## src/hw/tmz_pkg.sv

```systemverilog
package tmz_pkg;

    // Register byte addresses on the APB bus
    localparam logic [7:0] ADDR_CONFIG   = 8'h00;
    localparam logic [7:0] ADDR_COUNT    = 8'h04;
    localparam logic [7:0] ADDR_INTCTL   = 8'h08;
    localparam logic [7:0] ADDR_PORTDIR  = 8'h0C;
    localparam logic [7:0] ADDR_CONTROL  = 8'h10;
    localparam logic [7:0] ADDR_STATUS   = 8'h14;
    localparam logic [7:0] ADDR_MASK     = 8'h18;

    // Reset values
    localparam logic [7:0] CONFIG_RST    = 8'hFF;
    localparam logic [7:0] PORTDIR_RST   = 8'hFF;
    localparam logic [7:0] INTCTL_RST    = 8'h00;
    localparam logic [7:0] COUNT_RST     = 8'h00;

    // Configuration field positions
    localparam int CFG_SRC_BIT   = 5;
    localparam int CFG_EDGE_BIT  = 4;
    localparam int CFG_ASSIGN_BIT = 3;
    localparam int CFG_RATE_LSB  = 0;
    localparam int RATE_W        = 3;

    // Interrupt control field positions
    localparam int INT_IE_BIT    = 5;
    localparam int INT_FLAG_BIT  = 2;

    // Control register bits
    localparam int CTL_CLEAR_WATCHDOG_INSTRUCTION_BIT = 0;
    localparam int CTL_SLEEP_BIT  = 1;

    // Sticky event status bits
    localparam int EVT_OVF   = 0;
    localparam int EVT_PSOUT = 1;
    localparam int EVT_W     = 2;

    // Write inhibit length in instruction cycles
    localparam int INHIBIT_CYC = 2;

    localparam logic [7:0] CNT_MAX = 8'hFF;

    typedef struct packed {
        logic       src_sel;
        logic       edge_sel;
        logic       assign_sel;
        logic [2:0] rate_sel;
    } tmz_cfg_t;

endpackage

```

## src/hw/tmz_timer.sv

```systemverilog
`timescale 1ns/1ps
`default_nettype none
module tmz_timer
    import tmz_pkg::*;
#(
    parameter int PS_W = 8
)(
    input  wire logic        i_clk,
    input  wire logic        i_rstn,
    input  wire logic        i_psel,
    input  wire logic        i_penable,
    input  wire logic        i_pwrite,
    input  wire logic [7:0]  i_paddr,
    input  wire logic [31:0] i_pwdata,
    output logic      [31:0] o_prdata,
    output logic             o_pready,
    output logic             o_pslverr,
    input  wire logic        i_ext_count_input,
    output logic             o_wdt_tick,
    output logic             o_irq
);

    initial
    begin
        if (PS_W != 8)
            $error("tmz_timer: PS_W must be 8");
    end

    ////////////////////////////////////////////////////////////////////////
    // Registers

    logic [7:0]         cfg_q;
    logic [7:0]         count_q;
    logic [7:0]         intctl_q;
    logic [7:0]         portdir_q;
    logic               sleep_q;
    logic [EVT_W-1:0]   status_q;
    logic [EVT_W-1:0]   mask_q;
    logic [PS_W-1:0]    ps_q;
    logic [1:0]         phase_q;
    logic [1:0]         inhibit_q;
    logic [2:0]         ext_sync_q;
    logic               ext_seen_q;
    logic               ps_out_q;
    logic               ps_tap_q;

    tmz_cfg_t cfg;
    assign cfg = '{src_sel:    cfg_q[CFG_SRC_BIT],
                   edge_sel:   cfg_q[CFG_EDGE_BIT],
                   assign_sel: cfg_q[CFG_ASSIGN_BIT],
                   rate_sel:   cfg_q[CFG_RATE_LSB +: RATE_W]};

    logic wr_en;
    logic rd_en;
    logic wr_count;
    logic wr_intctl;
    logic clr_wdt;
    assign wr_en     = i_psel && i_penable && i_pwrite;
    assign rd_en     = i_psel && i_penable && !i_pwrite;
    assign wr_count  = wr_en && (i_paddr == ADDR_COUNT);
    assign wr_intctl = wr_en && (i_paddr == ADDR_INTCTL);
    assign clr_wdt   = wr_en && (i_paddr == ADDR_CONTROL) && i_pwdata[CTL_CLEAR_WATCHDOG_INSTRUCTION_BIT];

    ////////////////////////////////////////////////////////////////////////
    // Instruction clock: four phases per instruction cycle

    logic instr_tick;
    assign instr_tick = (phase_q == 2'h3);

    always_ff @(posedge i_clk or negedge i_rstn)
    begin
        if (!i_rstn)
            phase_q <= 2'h0;
        else
            phase_q <= phase_q + 2'h1;
    end

    ////////////////////////////////////////////////////////////////////////
    // External input synchroniser and edge detection

    logic ext_edge;
    always_ff @(posedge i_clk or negedge i_rstn)
    begin
        if (!i_rstn)
            ext_sync_q <= 3'h0;
        else
            ext_sync_q <= {ext_sync_q[1:0], i_ext_count_input};
    end

    // Edge counted once the second and third stages agree on the new level
    assign ext_edge = (ext_sync_q[1] == ext_sync_q[2]) && (ext_sync_q[2] != ext_seen_q);

    always_ff @(posedge i_clk or negedge i_rstn)
    begin
        if (!i_rstn)
            ext_seen_q <= 1'b0;
        else if (ext_edge)
            ext_seen_q <= ext_sync_q[2];
    end

    logic ext_event;
    // Edge bit set counts falling edges, clear counts rising edges
    assign ext_event = ext_edge && (ext_sync_q[2] == !cfg.edge_sel);

    logic src_event;
    assign src_event = cfg.src_sel ? ext_event : instr_tick;

    ////////////////////////////////////////////////////////////////////////
    // Shared prescaler

    logic ps_run;
    assign ps_run = cfg.assign_sel ? instr_tick : src_event;

    always_ff @(posedge i_clk or negedge i_rstn)
    begin
        if (!i_rstn)
            ps_q <= '0;
        else if ((wr_count && !cfg.assign_sel) || (clr_wdt && cfg.assign_sel))
            ps_q <= '0;
        // Only the timer freezes in sleep; the watchdog side keeps its time base
        else if (ps_run && !(sleep_q && !cfg.assign_sel))
            ps_q <= ps_q + 1'b1;
    end

    // Tap bit: timer uses bit rate, a square wave of 2..256 source events
    logic ps_tap;
    always_comb
    begin
        ps_tap = ps_q[cfg.rate_sel];
    end

    // Watchdog side: carry out of the low rate bits, one step in 1..128
    logic [PS_W-1:0] wdt_mask;
    logic            wdt_carry;
    assign wdt_mask  = (PS_W'(1) << cfg.rate_sel) - PS_W'(1);
    assign wdt_carry = &(ps_q | ~wdt_mask);

    // Prescaler output sampled on second and fourth phases
    always_ff @(posedge i_clk or negedge i_rstn)
    begin
        if (!i_rstn)
        begin
            ps_tap_q <= 1'b0;
            ps_out_q <= 1'b0;
        end
        else if (phase_q[0])
        begin
            ps_tap_q <= ps_tap;
            ps_out_q <= ps_tap && !ps_tap_q && !cfg.assign_sel;
        end
        else
            ps_out_q <= 1'b0;
    end

    always_ff @(posedge i_clk or negedge i_rstn)
    begin
        if (!i_rstn)
            o_wdt_tick <= 1'b0;
        else
            // Watchdog time base: carry when attached, else every instruction cycle
            o_wdt_tick <= cfg.assign_sel ? (wdt_carry && ps_run) : instr_tick;
    end

    ////////////////////////////////////////////////////////////////////////
    // Counter

    logic inc;
    always_comb
    begin
        inc = cfg.assign_sel ? src_event : ps_out_q;
        if (sleep_q || inhibit_q != 2'h0)
            inc = 1'b0;
    end

    // Counts down on instruction ticks, so the hold spans two instruction cycles
    always_ff @(posedge i_clk or negedge i_rstn)
    begin
        if (!i_rstn)
            inhibit_q <= 2'h0;
        else if (wr_count)
            inhibit_q <= 2'(INHIBIT_CYC);
        else if (instr_tick && inhibit_q != 2'h0)
            inhibit_q <= inhibit_q - 2'h1;
    end

    always_ff @(posedge i_clk or negedge i_rstn)
    begin
        if (!i_rstn)
            count_q <= COUNT_RST;
        else if (wr_count)
            count_q <= i_pwdata[7:0];
        else if (inc)
            count_q <= count_q + 8'h01;
    end

    logic ovf;
    assign ovf = inc && (count_q == CNT_MAX);

    ////////////////////////////////////////////////////////////////////////
    // Interrupt control: flag set wins over a software clear

    always_ff @(posedge i_clk or negedge i_rstn)
    begin
        if (!i_rstn)
            intctl_q <= INTCTL_RST;
        else
        begin
            if (wr_intctl)
                intctl_q <= i_pwdata[7:0];
            if (ovf)
                intctl_q[INT_FLAG_BIT] <= 1'b1;
        end
    end

    ////////////////////////////////////////////////////////////////////////
    // Configuration, direction, sleep, mask

    always_ff @(posedge i_clk or negedge i_rstn)
    begin
        if (!i_rstn)
            cfg_q <= CONFIG_RST;
        else if (wr_en && i_paddr == ADDR_CONFIG)
            cfg_q <= i_pwdata[7:0];
    end

    always_ff @(posedge i_clk or negedge i_rstn)
    begin
        if (!i_rstn)
            portdir_q <= PORTDIR_RST;
        else if (wr_en && i_paddr == ADDR_PORTDIR)
            portdir_q <= i_pwdata[7:0];
    end

    always_ff @(posedge i_clk or negedge i_rstn)
    begin
        if (!i_rstn)
            sleep_q <= 1'b0;
        else if (wr_en && i_paddr == ADDR_CONTROL)
            sleep_q <= i_pwdata[CTL_SLEEP_BIT];
    end

    always_ff @(posedge i_clk or negedge i_rstn)
    begin
        if (!i_rstn)
            mask_q <= '0;
        else if (wr_en && i_paddr == ADDR_MASK)
            mask_q <= i_pwdata[EVT_W-1:0];
    end

    ////////////////////////////////////////////////////////////////////////
    // Sticky events, cleared by reading status

    logic [EVT_W-1:0] evt;
    assign evt = {ps_out_q, ovf};

    logic rd_status;
    assign rd_status = rd_en && (i_paddr == ADDR_STATUS);

    // A read clears only the bits it returned, so an event during setup is kept
    genvar g;
    generate
        for (g = 0; g < EVT_W; g++)
        begin : g_evt
            always_ff @(posedge i_clk or negedge i_rstn)
            begin
                if (!i_rstn)
                    status_q[g] <= 1'b0;
                else if (evt[g])
                    status_q[g] <= 1'b1;
                else if (rd_status && o_prdata[g])
                    status_q[g] <= 1'b0;
            end
        end
    endgenerate

    always_ff @(posedge i_clk or negedge i_rstn)
    begin
        if (!i_rstn)
            o_irq <= 1'b0;
        else
            o_irq <= (intctl_q[INT_FLAG_BIT] && intctl_q[INT_IE_BIT])
                     || |(status_q & mask_q);
    end

    ////////////////////////////////////////////////////////////////////////
    // APB slave: zero wait states, error on unmapped address
    // Read data is captured in setup and stands through the access cycle

    logic [31:0] rdata;
    logic        hit;
    always_comb
    begin
        rdata = 32'h0;
        hit   = 1'b1;
        unique case (i_paddr)
            ADDR_CONFIG:  rdata[7:0] = cfg_q;
            ADDR_COUNT:   rdata[7:0] = count_q;
            ADDR_INTCTL:  rdata[7:0] = intctl_q;
            ADDR_PORTDIR: rdata[7:0] = portdir_q;
            ADDR_CONTROL: rdata[CTL_SLEEP_BIT] = sleep_q;
            ADDR_STATUS:  rdata[EVT_W-1:0] = status_q;
            ADDR_MASK:    rdata[EVT_W-1:0] = mask_q;
            default:      hit = 1'b0;
        endcase
    end

    always_ff @(posedge i_clk or negedge i_rstn)
    begin
        if (!i_rstn)
        begin
            o_pready  <= 1'b0;
            o_pslverr <= 1'b0;
            o_prdata  <= 32'h0;
        end
        else
        begin
            o_pready  <= i_psel && !i_penable;
            o_pslverr <= i_psel && !i_penable && !hit;
            o_prdata  <= (i_psel && !i_penable && !i_pwrite) ? rdata : 32'h0;
        end
    end

endmodule
`default_nettype wire

```

## config.mk

```make
export PLATFORM = sky130hd
export DESIGN_NAME = tmz_timer
export DESIGN_NICKNAME = d
export VERILOG_FILES = /design/src/hw/tmz_pkg.sv /design/src/hw/tmz_timer.sv
export SDC_FILE = /design/constraint.sdc
export NUM_CORES = 1
export LEC_CHECK = 0
export CORE_ASPECT_RATIO = 1.1
export CORE_MARGIN = 2
export CORE_UTILIZATION = 57
export CTS_CLUSTER_DIAMETER = 60
export DETAILED_ROUTE_END_ITERATION = 7
export DONT_BUFFER_PORTS = 1
export PLACE_DENSITY = 0.78
export SYNTH_ARGS = -nofsm -noshare
export SYNTH_HDL_FRONTEND = slang
export SYNTH_SLANG_ARGS = --single-unit
```

## constraint.sdc

```tcl
create_clock -name i_clk -period 1.7 [get_ports i_clk]
set_input_delay 0.085 -clock i_clk [delete_from_list [all_inputs] [get_ports i_clk]]
set_output_delay 0.085 -clock i_clk [all_outputs]
set_load 0.01 [all_outputs]
```

After elaboration in Yosys (flattened, before gate mapping)
Index checks and enable logic that the tools add are counted.
{ "totals": {"ff_bits": 67, "latchBits": 0, "ramBits": 0, "mem_bits_ro": 0, "in_bits": 46, "output_inout_bits": 36, "word_cells": 116, "mem_count": 0} }
{ "op_classes": {"n_addsub": 5, "n_mul": 0, "div_mod_pow": 0, "magnitude_cmp": 1, "eq_ne": 11, "n_shift": 1, "n_mux": 25, "n_bitwise": 3, "reduce_logical": 49} }
{ "op_table": {"columns": ["cell", "n"], "rows": [
  ["two-way mux 8 bit", 5],
  ["logical AND 1 bit", 28],
  ["== test 8 x 5 -> 1 bit, second input constant", 3],
  ["case mux 6 bit (4 select lines)", 1],
  ["adder 8 x 1 -> 8 bit, second input constant", 2],
  ["== test 8 x 4 -> 1 bit, second input constant", 2],
  ["nonzero test 2 bit", 7],
  ["two-way mux 1 bit", 13],
  ["== test 8 x 3 -> 1 bit, second input constant", 1],
  ["== test 8 bit, second input constant", 1],
  ["logical NOT 8 bit", 1],
  ["NOT 8 bit", 1],
  ["OR 8 bit", 1],
  ["AND reduction 8 bit", 1],
  ["left shift 1 x 3 -> 8 bit, first input constant", 1],
  ["subtractor 8 x 2 -> 8 bit, second input constant", 1],
  ["logical NOT 1 bit", 7],
  ["case mux 1 bit (7 select lines)", 1],
  ["OR reduction 7 bit", 1],
  ["case mux 1 bit (6 select lines)", 1],
  ["< comparator 3 x 4 -> 1 bit, second input constant", 1],
  ["two-way mux 2 bit", 2],
  ["binary-select mux 1 bit (select 3 bit)", 1],
  ["logical OR 1 bit", 3],
  ["other kinds (8)", 9]
]} }

Logic depth before layout (Yosys ltp)
Gate-level depths: netlist of the first run.
{ "logic_depth": {"depth_word": 8, "depth_mapped": 7} }

Worst setup path before layout of the first run
OpenSTA, ideal clock, no wires.
{ "synth_timing": {"kind": "register to register", "from": "register cfg_q[4]", "to": "register count_q[5]", "setup_ps": 125, "arrival_ps": 1735, "slack_ps": -160, "stages_incl_launch_ff": 6, "path_buffers": 0, "synth_period_minus_slack_ps": 1860, "cell_sequence": "dfstp_2 > and4bb_2 > o31ai_2 > a2111oi_0 > xor2_1 > mux2_2"} }
{ "synth_via": {"elab_chain_cells": 7} }
{ "synth_lines": {"columns": ["item", "line", "text"], "rows": [
  ["from (decl)", "tmz_timer.sv:32", "logic [7:0] cfg_q;"],
  ["from (signal assigned)", "tmz_timer.sv:223", "cfg_q <= i_pwdata[7:0];"],
  ["logical NOT 1 bit", "tmz_timer.sv:103", "assign ext_event = ext_edge && (ext_sync_q[2] == !cfg.edge_sel);"],
  ["== test 1 bit", "tmz_timer.sv:103", null],
  ["logical AND 1 bit", "tmz_timer.sv:103", null],
  ["two-way mux 1 bit", "tmz_timer.sv:106", "assign src_event = cfg.src_sel ? ext_event : instr_tick;"],
  ["two-way mux 1 bit", "tmz_timer.sv:170", "inc = cfg.assign_sel ? src_event : ps_out_q;"],
  ["two-way mux 1 bit", "tmz_timer.sv:171", "if (sleep_q || inhibit_q != 2'h0)"],
  ["nonzero test 2 bit (no source line)", null, null],
  ["to (signal assigned)", "tmz_timer.sv:191", "count_q <= i_pwdata[7:0];"],
  ["to (signal assigned)", "tmz_timer.sv:193", "count_q <= count_q + 8'h01;"],
  ["to (decl)", "tmz_timer.sv:33", "logic [7:0] count_q;"]
]} }
Every way passes these cells.
A chain may end at the register's enable or synchronous reset.

Final worst setup path of the first run
Same ends and word-level chain as after synthesis.

==> impl_metrics.csv, run 1 <==
group,metric,value,unit
outcome,failing_checks,"setup timing",
die,fp.dieArea,0.00686,mm2
clock_network,cts.root.buffer_cell,"sky130_fd_sc_hd__clkbuf_8",
power,ir_drop,0.763,mV
clock_network,clkLatencyLatePin,360,ps
routing,post_drt_wl_per_cell,18.9,um
synthesis,synthCells,310,
critical_path,critPathRequiredTime,1940,ps
die,fp.coreArea,0.00608,mm2
sta,final-hold-violation-count,0,
clock_network,cts.reportedPaths.clkPinSlew,90,ps
synthesis,yosys.cell_count.top_type,"sky130_fd_sc_hd__dfrtp_1",
place,finalWeightedCongestion,0.834,
cells_and_area,layout_stage_area_growth_over_the_synthesis_result,22.4,%
routing,met3RoutedLength,401,um
routing,detail_route.drc_violations,0,
synthesis,synth.yosys.seq_area_share,47.9,%
critical_path,depth_of_the_worst_register_to_register_path,6,
grt,grt_max_degree,68,
clock_network,clock_tree.buffer_depth,2,
routing,detail_route.iter0.violations,158,
cells_and_area,stdcell_area,0.00433,mm2
hold_path,worstHoldStart,"i_paddr[4]",
synthesis,syn_area_per_cell,11.4,um2
sta,fmax,531,MHz
sta,timing_worst_slew_pin_value,774,ps
flow_run,cap_viol_max_count,0,
hold_path,holdPathEnd,"o_prdata[1]$_DFF_PN0_",
die,rows,30,
routing,ant_nets,0,
sta,relative_slew_margins,48.1,%
cells_and_area,fin_nets,408,
place,port_buffers,0,
synthesis,synth.top_cell.area_share,36.1,%
routing,route.top_layer_used,"met4",
synthesis,synth.cell_area,0.00354,mm2
critical_path,reg2reg_from,"cfg_q[4]$_DFFE_PN1P_",
cells_and_area,number_of_diodes_added_for_antenna_fixing,0,
critical_path,startpoint_type,"flop",
sta,fin_worst_hold_slack,15.8,ps
synthesis,synth_cell_types,53,
clock_network,tritoncts,"built",
sta,slew_viol_final,0,
place,postPlaceCellArea,0.00369,mm2
synthesis,top_cells_by_instance_count_after_synthesis,"sky130_fd_sc_hd__dfrtp_1 (51), sky130_fd_sc_hd__nand2_1 (27), sky130_fd_sc_hd__buf_4 (24)",
clock_network,tritoncts_num_sinks,67,
die,num_io_pins,82,
synthesis,ys_warn_count,0,
critical_path,ff2ff_setup_slack,-180,ps
synthesis,synth.largest_area_cell,"sky130_fd_sc_hd__dfrtp_1",
grt,globalRouteOverflowTotal,0,
grt,wire_length_of_the_first_global_routing_pass,13200,um
critical_path,crit_path_end_kind,"flop",
outcome,run_status,"complete, but fails checks",
grt,antenna_found_initial,0,
sta,fin_crit_sh,111,%
place,detailed_place_hpwl,5090,um
synthesis,ys_top_cells_by_area,"sky130_fd_sc_hd__dfrtp_1 (36%), sky130_fd_sc_hd__dfstp_2 (12%), sky130_fd_sc_hd__mux2_2 (6.7%)",
power,static-leakage-power,0.00186,uW
routing,routed_wl,8380,um
routing,first_pass_iters,5,
clock_network,number_of_clock_buffers_inserted_by_tritoncts,9,
routing,m1WireLength,3480,um
routing,wl_met2,4160,um
routing,vias_per_cell,5.77,
sta,worst_slack,-182,ps
critical_path,critical_path_arrival,2120,ps
critical_path,path_max_fanout,6,
power,power.density_cell_area,933,mW/mm2
hold_path,hold_path_depth,3,
sta,final-setup-viol-count,17,
sta,finalClockSkew,15.2,ps
synthesis,synth_enable_flop_cells,0,
die,start_util,58.2,%
sta,setup_repair_after_global_routing_missed_its_margin,"yes",
critical_path,critPathKind,"reg -> reg",
synthesis,synthArstFlopShare,100,%
die,dieWidth,79.1,um
hold_path,hp-class,"in -> reg",
critical_path,reg2reg_to,"count_q[5]$_DFFE_PN0P_",
synthesis,ys_dominant_reg_cell,"sky130_fd_sc_hd__dfrtp_1",
cells_and_area,final_layout_size_suffix_gt1_share,35.5,%
routing,route.vias.total,2554,
synthesis,synth-seq-cells,67,
grt,via_count_of_the_first_global_routing_pass,2465,
die,die_height,86.7,um
grt,global_route_usage_sum,26.4,%
clock_network,htreeDepth,3,
sta,period_minus_slack,1880,ps
==> cells in the final DEF, fill, tap and decap left out, types with 4 or more instances in the layout <==
cell type	count
sky130_fd_sc_hd__dfrtp_1	51
sky130_fd_sc_hd__nand2_1	25
sky130_fd_sc_hd__conb_1	24
sky130_fd_sc_hd__buf_4	22
sky130_fd_sc_hd__nor2_1	21
sky130_fd_sc_hd__mux2_2	21
sky130_fd_sc_hd__dlygate4sd3_1	17
sky130_fd_sc_hd__dfstp_2	16
sky130_fd_sc_hd__inv_1	13
sky130_fd_sc_hd__xnor2_1	12
sky130_fd_sc_hd__nor2b_1	10
sky130_fd_sc_hd__clkbuf_8	9
sky130_fd_sc_hd__mux4_2	8
sky130_fd_sc_hd__o21ai_0	8
sky130_fd_sc_hd__nand3_1	7
sky130_fd_sc_hd__mux2_4	7
sky130_fd_sc_hd__buf_6	7
sky130_fd_sc_hd__mux2i_1	5
sky130_fd_sc_hd__a21oi_1	5
sky130_fd_sc_hd__nand2b_1	4
sky130_fd_sc_hd__or2_2	4
sky130_fd_sc_hd__a211oi_2	4
sky130_fd_sc_hd__a21oi_2	4
==> report_power, final <==
part	switching (uW)	total, uW	internal, uW
Sequential	115	1820	1710
Combinational	306	581	275
Clock	661	1640	980
==> critical path: stages, from the launching register on <==
cell and delay [ps]:
sky130_fd_sc_hd__dfstp_2 540, sky130_fd_sc_hd__and4bb_2 270, sky130_fd_sc_hd__o31ai_4 80, sky130_fd_sc_hd__buf_6 140, sky130_fd_sc_hd__a2111oi_4 300, sky130_fd_sc_hd__xor2_1 140
sky130_fd_sc_hd__mux2_2 290
==> cell type report <==
cell class / count / area [um2]
sequential: 67 / 1700
multi-input combinational: 220 / 1810
inverter: 13 / 48.8
clock inverter: 6 / 114
fill: 391 / 1750
tap: 80 / 100
timing repair buffer: 47 / 442
clock buffer: 10 / 128
==> worst max-delay path by stage <==
stage / start / to / slack, ps / cells past startpoint
after floorplan: cfg_q[4]$_DFFE_PN1P_ / count_q[3]$_DFFE_PN0P_ / -30 / 5
after detailed placement: cfg_q[4]$_DFFE_PN1P_ / count_q[6]$_DFFE_PN0P_ / -140 / 6
final: cfg_q[4]$_DFFE_PN1P_ / count_q[5]$_DFFE_PN0P_ / -180 / 6
after CTS: cfg_q[4]$_DFFE_PN1P_ / count_q[3]$_DFFE_PN0P_ / -140 / 6
after global placement: cfg_q[4]$_DFFE_PN1P_ / count_q[7]$_DFFE_PN0P_ / -60 / 5
after global routing: inhibit_q[0]$_DFFE_PN0P_ / count_q[5]$_DFFE_PN0P_ / -240 / 6
==> per-layer routing <==
layer | vias up | global-route usage, %
li1 | 1150 | -
met1 | 1278 | 34.8
met2 | 104 | 42.8
met3 | 22 | 4.17
met4 | 0 | 13.0
met5 | - | 0
==> registers in the layout (all words and copies together), names as in the netlist <==
| name | count |
|---|---|
| status_q | 2 |
| mask_q | 2 |
| cfg_q | 8 |
| phase_q | 2 |
| ps_out_q | 1 |
| count_q | 8 |
| o_pready | 1 |
| o_wdt_tick | 1 |
| intctl_q | 8 |
| sleep_q | 1 |
| o_irq | 1 |
| o_prdata | 8 |
| inhibit_q | 2 |
| ps_q | 8 |
| ps_tap_q | 1 |
| o_pslverr | 1 |
| portdir_q | 8 |
| ext_sync_q | 3 |
| ext_seen_q | 1 |
==> metrics by stage <==
| step | setup WS (ps) | std cells | power (uW) | setup TNS [ps] | util [%] |
|---|---|---|---|---|---|
| finish | -182 | 443 | 4040 | -1940 | 71.3 |
| global route | -242 | 443 | 4210 | -2940 | 71.3 |
| CTS | -136 | 437 | 4000 | -1300 | 68.8 |
| detailed placement | -135 | 402 | 2280 | -964 | 60.6 |
| global placement | -58.2 | 402 | 2260 | -359 | 60.6 |
| floorplan | -26.7 | 333 | 2220 | -70.0 | - |
==> repair_timing <==
item                                    4_1_cts  5_1_grt
hold buffers                                 18        0
gates resized for setup                       8       23
pin swaps                                     1       13
setup buffers                                 1        6
endpoints found under the setup margin       14       18
hold endpoints to repair                    107        0
==> kinds of logic (layout without fill, tap and decap cells) <==
group	after synthesis	in the layout	share of synthesized area (%)
flops	67	67	47.9
xor+xnor	15	15	3.71
fa+ha+maj	5	5	1.70
simple gates	89	89	13.4
other cells	1	24	0.106
mux	41	41	16.2
buf+inv	46	76	7.74
compound gates	46	46	9.30
Note: power is estimated with default switching activity, not from simulation.
==> inputs of run 2 (changes only) <==
- CORE_MARGIN: 2 -> 5
==> run 2 against run 1 <==
  * The run still ends with setup timing left
  * Setup slack better by 46 ps
  * Count of clock-buffer cells in the layout unchanged
  * Die area up 15%
  * Hold slack worse by 3.5 ps
  * First-iteration DRC count down 25%
  * Core utilization down 2.3 points
  * Maximum frequency up 2.5%
  * Critical endpoint unchanged
  * Largest cell class unchanged
  * Largest power group unchanged
==> impl_metrics.csv, run 2 (same netlist as run 1, synthesis figures left out) <==
group,metric,value,unit
critical_path,reg2reg_from,"cfg_q[4]$_DFFE_PN1P_",
die,dieWidth,85.1,um
critical_path,path_max_fanout,5,
sta,timing_worst_slew_pin_value,607,ps
sta,period_minus_slack,1840,ps
sta,relative_slew_margins,59.4,%
sta,worst_slack,-136,ps
clock_network,number_of_clock_buffers_inserted_by_tritoncts,9,
sta,fin_worst_hold_slack,12.3,ps
cells_and_area,layout_stage_area_growth_over_the_synthesis_result,19.3,%
grt,antenna_found_initial,0,
cells_and_area,fin_cells,436,
clock_network,clkLatencyLatePin,350,ps
critical_path,critical_path_arrival,2070,ps
power,proportion_of_total_power_due_to_net_switching,28.1,%
sta,final-setup-viol-count,8,
cells_and_area,fin_nets,401,
flow_run,cap_viol_max_count,0,
die,num_io_pins,82,
sta,finalClockSkew,10.2,ps
critical_path,end_point_of_the_critical_path,"count_q[5]$_DFFE_PN0P_",
die,fp.coreArea,0.00612,mm2
clock_network,htreeDepth,3,
cells_and_area,final_layout_size_suffix_gt1_share,34.0,%
place,port_buffers,0,
cells_and_area,leading_cell_type_in_the_layout_fill_and_taps_excluded,"sky130_fd_sc_hd__dfrtp_1",
cells_and_area,utilization,69.0,%
grt,globalRouteOverflowTotal,0,
place,detailed_place_hpwl,5020,um
clock_network,cts.root.buffer_cell,"sky130_fd_sc_hd__clkbuf_8",
grt,wire_length_of_the_first_global_routing_pass,12900,um
critical_path,depth_of_the_worst_register_to_register_path,5,
clock_network,clock_tree.buffer_depth,2,
cells_and_area,fillerInstances,439,
critical_path,ff2ff_setup_slack,-140,ps
cells_and_area,number_of_diodes_added_for_antenna_fixing,0,
critical_path,startpoint_type,"flop",
sta,final-hold-violation-count,0,
routing,ant_nets,0,
die,fp.dieArea,0.00789,mm2
routing,detail_route.drc_violations,0,
critical_path,startpoint,"cfg_q[4]$_DFFE_PN1P_",
power,static-leakage-power,0.00182,uW
cells_and_area,most_frequent_cells_in_the_layout,"sky130_fd_sc_hd__dfrtp_1 (51), sky130_fd_sc_hd__nand2_1 (24), sky130_fd_sc_hd__conb_1 (24), sky130_fd_sc_hd__nor2_1 (21), sky130_fd_sc_hd__mux2_2 (21)",
die,die_height,92.7,um
grt,global_route_usage_sum,21.6,%
power,ir_drop,0.618,mV
place,finalWeightedCongestion,0.876,
die,start_util,57.9,%
routing,post_drt_wl_per_cell,18.5,um
power,power_frac_seq,48.7,%
sta,fmax,545,MHz
hold_path,hp-class,"in -> reg",
place,detailedPlace.worstSlack,-172,ps
power,power_switching,1050,uW
grt,grt_max_degree,68,
outcome,run_status,"complete, but fails checks",
critical_path,critPathKind,"reg -> reg",
routing,route.vias.total,2455,
outcome,failing_checks,"setup timing",
clock_network,cts.reportedPaths.clkPinSlew,70,ps
critical_path,crit_path_end_kind,"flop",
routing,first_pass_iters,4,
routing,detail_route.iter0.violations,118,
place,post-place-cells,398,
sta,setup_repair_after_global_routing_missed_its_margin,"yes",
routing,vias_per_cell,5.63,
grt,via_count_of_the_first_global_routing_pass,2463,
sta,slew_viol_final,0,
power,p_clk_share,35.3,%
clock_network,tritoncts,"built",
power,power.density_cell_area,885,mW/mm2
sta,fin_crit_sh,108,%
power,internal_power,2690,uW
die,rows,30,
clock_network,tritoncts_num_sinks,67,
critical_path,reg2reg_to,"count_q[5]$_DFFE_PN0P_",
routing,routed_wl,8050,um
critical_path,critPathRequiredTime,1930,ps
power,power.combinational.fraction,16.0,%
## run 2: cell count changes in the layout (fill, tap and decap cells not counted), sizes merged
cell / change
clkinv: +5
inv: -1
dlygate4sd3: +1
clkinvlp: -2
bufinv: -2
buf: -8
## run 2: how the worst min path moves through the flow
stage | start | slack (ps) | cells after the start | endpoint
6_report | i_paddr[2] | 10 | 3 | o_prdata[0]$_DFF_PN0_
5_1_grt | i_paddr[4] | 20 | 2 | o_prdata[3]$_DFF_PN0_
4_1_cts | i_pwdata[7] | -120 | 1 | cfg_q[7]$_DFFE_PN1P_
3_5_place_dp | i_rstn | -210 | 0 | ext_sync_q[1]$_DFF_PN0_
3_3_place_gp | i_rstn | -210 | 0 | o_wdt_tick$_DFF_PN0_
2_1_floorplan | i_rstn | -210 | 0 | count_q[0]$_DFFE_PN0P_
## run 2: critical path: stages (launching register included)
cell                        delay (ps)
sky130_fd_sc_hd__dfstp_2           550
sky130_fd_sc_hd__and4bb_4          290
sky130_fd_sc_hd__o31ai_4           110
sky130_fd_sc_hd__a2111oi_2         380
sky130_fd_sc_hd__xor2_1            110
sky130_fd_sc_hd__mux2_2            280
## run 2: timing repair
item | CTS | global route
setup endpoints to repair | 16 | 17
setup buffers | 1 | 2
resized for setup | 10 | 20
hold endpoints to repair | 110 | 3
pin swaps | 1 | 7
hold buffers | 18 | 1
## run 2: layout make-up
class / instances / area, um2 / share of cell area (%)
Multi-Input combinational cell: 220 / 1810 / 42.8
Tap cell: 80 / 100 / 2.37
Clock inverter: 6 / 55.1 / 1.30
Clock buffer: 10 / 138 / 3.26
Sequential cell: 67 / 1700 / 40.2
Inverter: 13 / 48.8 / 1.16
Timing Repair Buffer: 40 / 377 / 8.92
## run 2: power by group through the flow
stage / clock network, uW / logic [uW] / registers (uW)
after floorplan: 0 / 408 / 1820
after global placement: 0 / 397 / 1840
after detailed placement: 0 / 422 / 1840
after CTS: 1330 / 526 / 1810
after global routing: 1410 / 656 / 1840
final: 1320 / 597 / 1820
## run 2: stage by stage
stage	TNS, ps	power (uW)	instance area, um2
after CTS	-952	3670	4120
after floorplan	-70.0	2220	3650
final	-521	3740	4220
after global placement	-388	2230	3660
after detailed placement	-966	2260	3660
after global routing	-1530	3900	4220
## run 2: per-layer routing
| metal | up-vias | GRT usage [%] | wire length (um) |
|---|---|---|---|
| met2 | 80 | 35.2 | 4070 |
| li1 | 1128 | - | - |
| met5 | - | 0 | 0 |
| met1 | 1233 | 27.4 | 3300 |
| met4 | 0 | 9.76 | 159 |
| met3 | 14 | 4.80 | 523 |
==> inputs of run 3 (changes only) <==
- ABC_AREA: unset -> 1
- RECOVER_POWER: unset -> 25
==> run 3 against run 2 <==
  * The flow now finishes without violations
  * First-iteration DRC count grew 100%
  * Total power grew 16%
  * Design area shrank 1.1%
  * Count of clock-buffer cells in the layout shrank 1
  * Die area grew 6.9%
  * Area after synthesis grew 7.7%
  * Global-route usage shrank 0.96 points
  * Clock power grew 32%
==> impl_metrics.csv, run 3 <==
group,metric,value,unit
outcome,run_status,"finished, final reports clean",
die,die_height,95.8,um
place,detailedPlace.worstSlack,185,ps
critical_path,startpoint,"cfg_q[4]$_DFFE_PN1P_",
sta,period_minus_slack,1510,ps
synthesis,top_cells_by_instance_count_after_synthesis,"sky130_fd_sc_hd__nand2_1 (136), sky130_fd_sc_hd__nand3_1 (52), sky130_fd_sc_hd__dfrtp_1 (51)",
synthesis,syn_area_per_cell,8.06,um2
critical_path,critical_path_arrival,1810,ps
die,rows,31,
die,dieWidth,88.0,um
cells_and_area,layout_stage_area_growth_over_the_synthesis_result,9.51,%
grt,global_route_usage_sum,20.6,%
hold_path,hp-class,"in -> reg",
critical_path,crit_path_end_kind,"flop",
routing,wl_met2,4050,um
synthesis,synth.largest_area_cell,"sky130_fd_sc_hd__dfrtp_1",
routing,met3RoutedLength,465,um
critical_path,critical-path-slowest-cell,"sky130_fd_sc_hd__dfstp_2",
critical_path,crit_path_cell_trace,"nand2_1 -> nand2_1 -> nor2_1 -> nand3_1 -> nand2_1 -> a21oi_2 -> nand3_1 -> nand2_1",
synthesis,synth.cell_area,0.00381,mm2
die,fp.coreArea,0.00656,mm2
clock_network,cts.reportedPaths.clkPinSlew,70,ps
power,internal_power,3140,uW
synthesis,synth.yosys.seq_area_share,44.5,%
synthesis,synthCells,473,
die,start_util,58.2,%
power,static-leakage-power,0.00206,uW
sta,fmax,661,MHz
clock_network,cts.root.buffer_cell,"sky130_fd_sc_hd__clkbuf_8",
grt,globalRouteOverflowTotal,0,
power,ir_drop,0.881,mV
grt,via_count_of_the_first_global_routing_pass,2926,
cells_and_area,leading_cell_type_in_the_layout_fill_and_taps_excluded,"sky130_fd_sc_hd__nand2_1",
synthesis,synth_cell_types,37,
critical_path,critPathKind,"reg -> reg",
clock_network,clock_tree.buffer_depth,2,
place,detailed_place_hpwl,5660,um
clock_network,post_cts_buffers,0,
routing,m1WireLength,3350,um
power,proportion_of_total_power_due_to_net_switching,27.7,%
clock_network,post_cts.resized_instances,0,
power,power_switching,1200,uW
sta,fin_crit_sh,89.0,%
die,fp.dieArea,0.00843,mm2
power,power_frac_seq,45.0,%
synthesis,ys_dominant_reg_cell,"sky130_fd_sc_hd__dfrtp_1",
hold_path,worstHoldStart,"i_pwdata[1]",
grt,grt_max_degree,68,
cells_and_area,number_of_diodes_added_for_antenna_fixing,0,
cells_and_area,final_layout_size_suffix_gt1_share,15.3,%
clock_network,number_of_clock_buffers_inserted_by_tritoncts,9,
clock_network,post_cts_hold_buffer_count,14,
cells_and_area,fin_cells,579,
sta,fin_setup_tns,0,ps
critical_path,crit_path_frequent_cell,"sky130_fd_sc_hd__nand2_1",
synthesis,synth_enable_flop_cells,0,
critical_path,path_max_fanout,8,
place,finalWeightedCongestion,0.911,
critical_path,reg2reg_from,"cfg_q[4]$_DFFE_PN1P_",
sta,worst_slack,186,ps
sta,final-setup-viol-count,0,
place,post-place-cells,549,
synthesis,ys_top_cells_by_area,"sky130_fd_sc_hd__dfrtp_1 (33%), sky130_fd_sc_hd__nand2_1 (13%), sky130_fd_sc_hd__dfstp_2 (11%)",
power,p_clk_share,40.2,%
sta,setup_repair_after_global_routing_missed_its_margin,"no",
routing,post_drt_wl_per_cell,13.9,um
power,power.density_cell_area,1040,mW/mm2
place,port_buffers,0,
clock_network,htreeDepth,3,
cells_and_area,fin_nets,542,
flow_run,cap_viol_max_count,0,
routing,route.vias.total,3045,
cells_and_area,fillerInstances,556,
cells_and_area,most_frequent_cells_in_the_layout,"sky130_fd_sc_hd__nand2_1 (136), sky130_fd_sc_hd__nand3_1 (52), sky130_fd_sc_hd__dfrtp_1 (51), sky130_fd_sc_hd__inv_1 (42), sky130_fd_sc_hd__nor2_1 (36)",
routing,first_pass_iters,4,
sta,relative_slew_margins,39.9,%
critical_path,critPathRequiredTime,1990,ps
grt,wire_length_of_the_first_global_routing_pass,13300,um
critical_path,critPathMaxStageDelay,570,ps
routing,vias_per_cell,5.26,
synthesis,synthArstFlopShare,100,%
critical_path,cp_top_family,"flip-flops",
synthesis,yosys.cell_count.top_type,"sky130_fd_sc_hd__nand2_1",
grt,antenna_found_initial,0,
critical_path,cp.buffers_inverters,0,
clock_network,tritoncts,"built",
synthesis,synth.top_cell.area_share,33.5,%
sta,finalClockSkew,6.74,ps
routing,detail_route.drc_violations,0,
synthesis,synth-seq-cells,67,
clock_network,clkLatencyLatePin,350,ps
routing,ant_nets,0,
die,num_io_pins,82,
routing,route.top_layer_used,"met4",
critical_path,startpoint_type,"flop",
power,power.combinational.fraction,14.8,%
sta,timing_worst_slew_pin_value,901,ps
routing,detail_route.iter0.violations,239,
clock_network,tritoncts_num_sinks,67,
routing,routed_wl,8030,um
sta,slew_viol_final,0,
synthesis,ys_warn_count,0,
sta,final-hold-violation-count,0,
[run 3: kinds of logic after synthesis]
logic type	count (synthesis)	synth area share, %
buffers and inverters	77	10.9
adders and majority gates	5	1.57
and+or+nand+nor	260	32.5
AOI/OAI and AO/OA	56	8.79
xor gates and xnor gates	7	1.61
other	1	0.0983
DFF	67	44.5
[run 3: power by group through the flow]
stage / clock network, uW / registers [uW] / logic, uW
finish: 1740 / 1950 / 643
global route: 1860 / 1970 / 745
CTS: 1760 / 1950 / 649
detailed placement: 0 / 1970 / 570
floorplan: 0 / 1920 / 526
global placement: 0 / 1960 / 541
[run 3: worst reg2reg max path, cell delays in order, from the launching register on]
cell,delay (ps)
sky130_fd_sc_hd__dfstp_2,570
sky130_fd_sc_hd__nand2_1,50
sky130_fd_sc_hd__nand2_1,50
sky130_fd_sc_hd__nor2_1,40
sky130_fd_sc_hd__nand3_1,90
sky130_fd_sc_hd__nand2_1,90
sky130_fd_sc_hd__a21oi_2,350
sky130_fd_sc_hd__nand3_1,140
sky130_fd_sc_hd__nand2_1,80
[run 3: worst paths after layout]
path	cells after the start	slack, ps	endpoint
hold reg to reg	0	350	ext_sync_q[1]$_DFF_PN0_
hold / removal	2	40	portdir_q[1]$_DFFE_PN1P_
min in group asynchronous	2	440	o_irq$_DFF_PN0_
max in group asynchronous	2	670	o_wdt_tick$_DFF_PN0_
setup / recovery	8	190	ps_q[5]$_DFFE_PN0P_
setup reg to reg	8	190	ps_q[5]$_DFFE_PN0P_
[run 3: metal layers]
metal	track usage, %	vias up
li1	-	1505
met1	25.2	1437
met2	34.9	88
met3	5.05	15
met4	8.31	0
met5	0	-
[run 3: final cells by class]
| cell class | instances | area [um2] | share of cell area (%) |
|---|---|---|---|
| Clock buffer | 9 | 124 | 2.97 |
| Clock inverter | 7 | 140 | 3.36 |
| Inverter | 46 | 174 | 4.16 |
| Multi-Input combinational cell | 352 | 1790 | 42.8 |
| Sequential cell | 67 | 1700 | 40.6 |
| Tap cell | 82 | 103 | 2.46 |
| Timing Repair Buffer | 16 | 153 | 3.65 |
[run 3: through the flow]
stage	util (%)	instance area (um2)	total power, uW	hold WS, ps
2_1_floorplan	-	3900	2440	-211
3_3_place_gp	57.6	3770	2500	-208
3_5_place_dp	57.6	3770	2540	-208
4_1_cts	64.0	4200	4360	36.0
5_1_grt	63.7	4180	4570	32.4
6_report	63.7	4180	4340	36.8
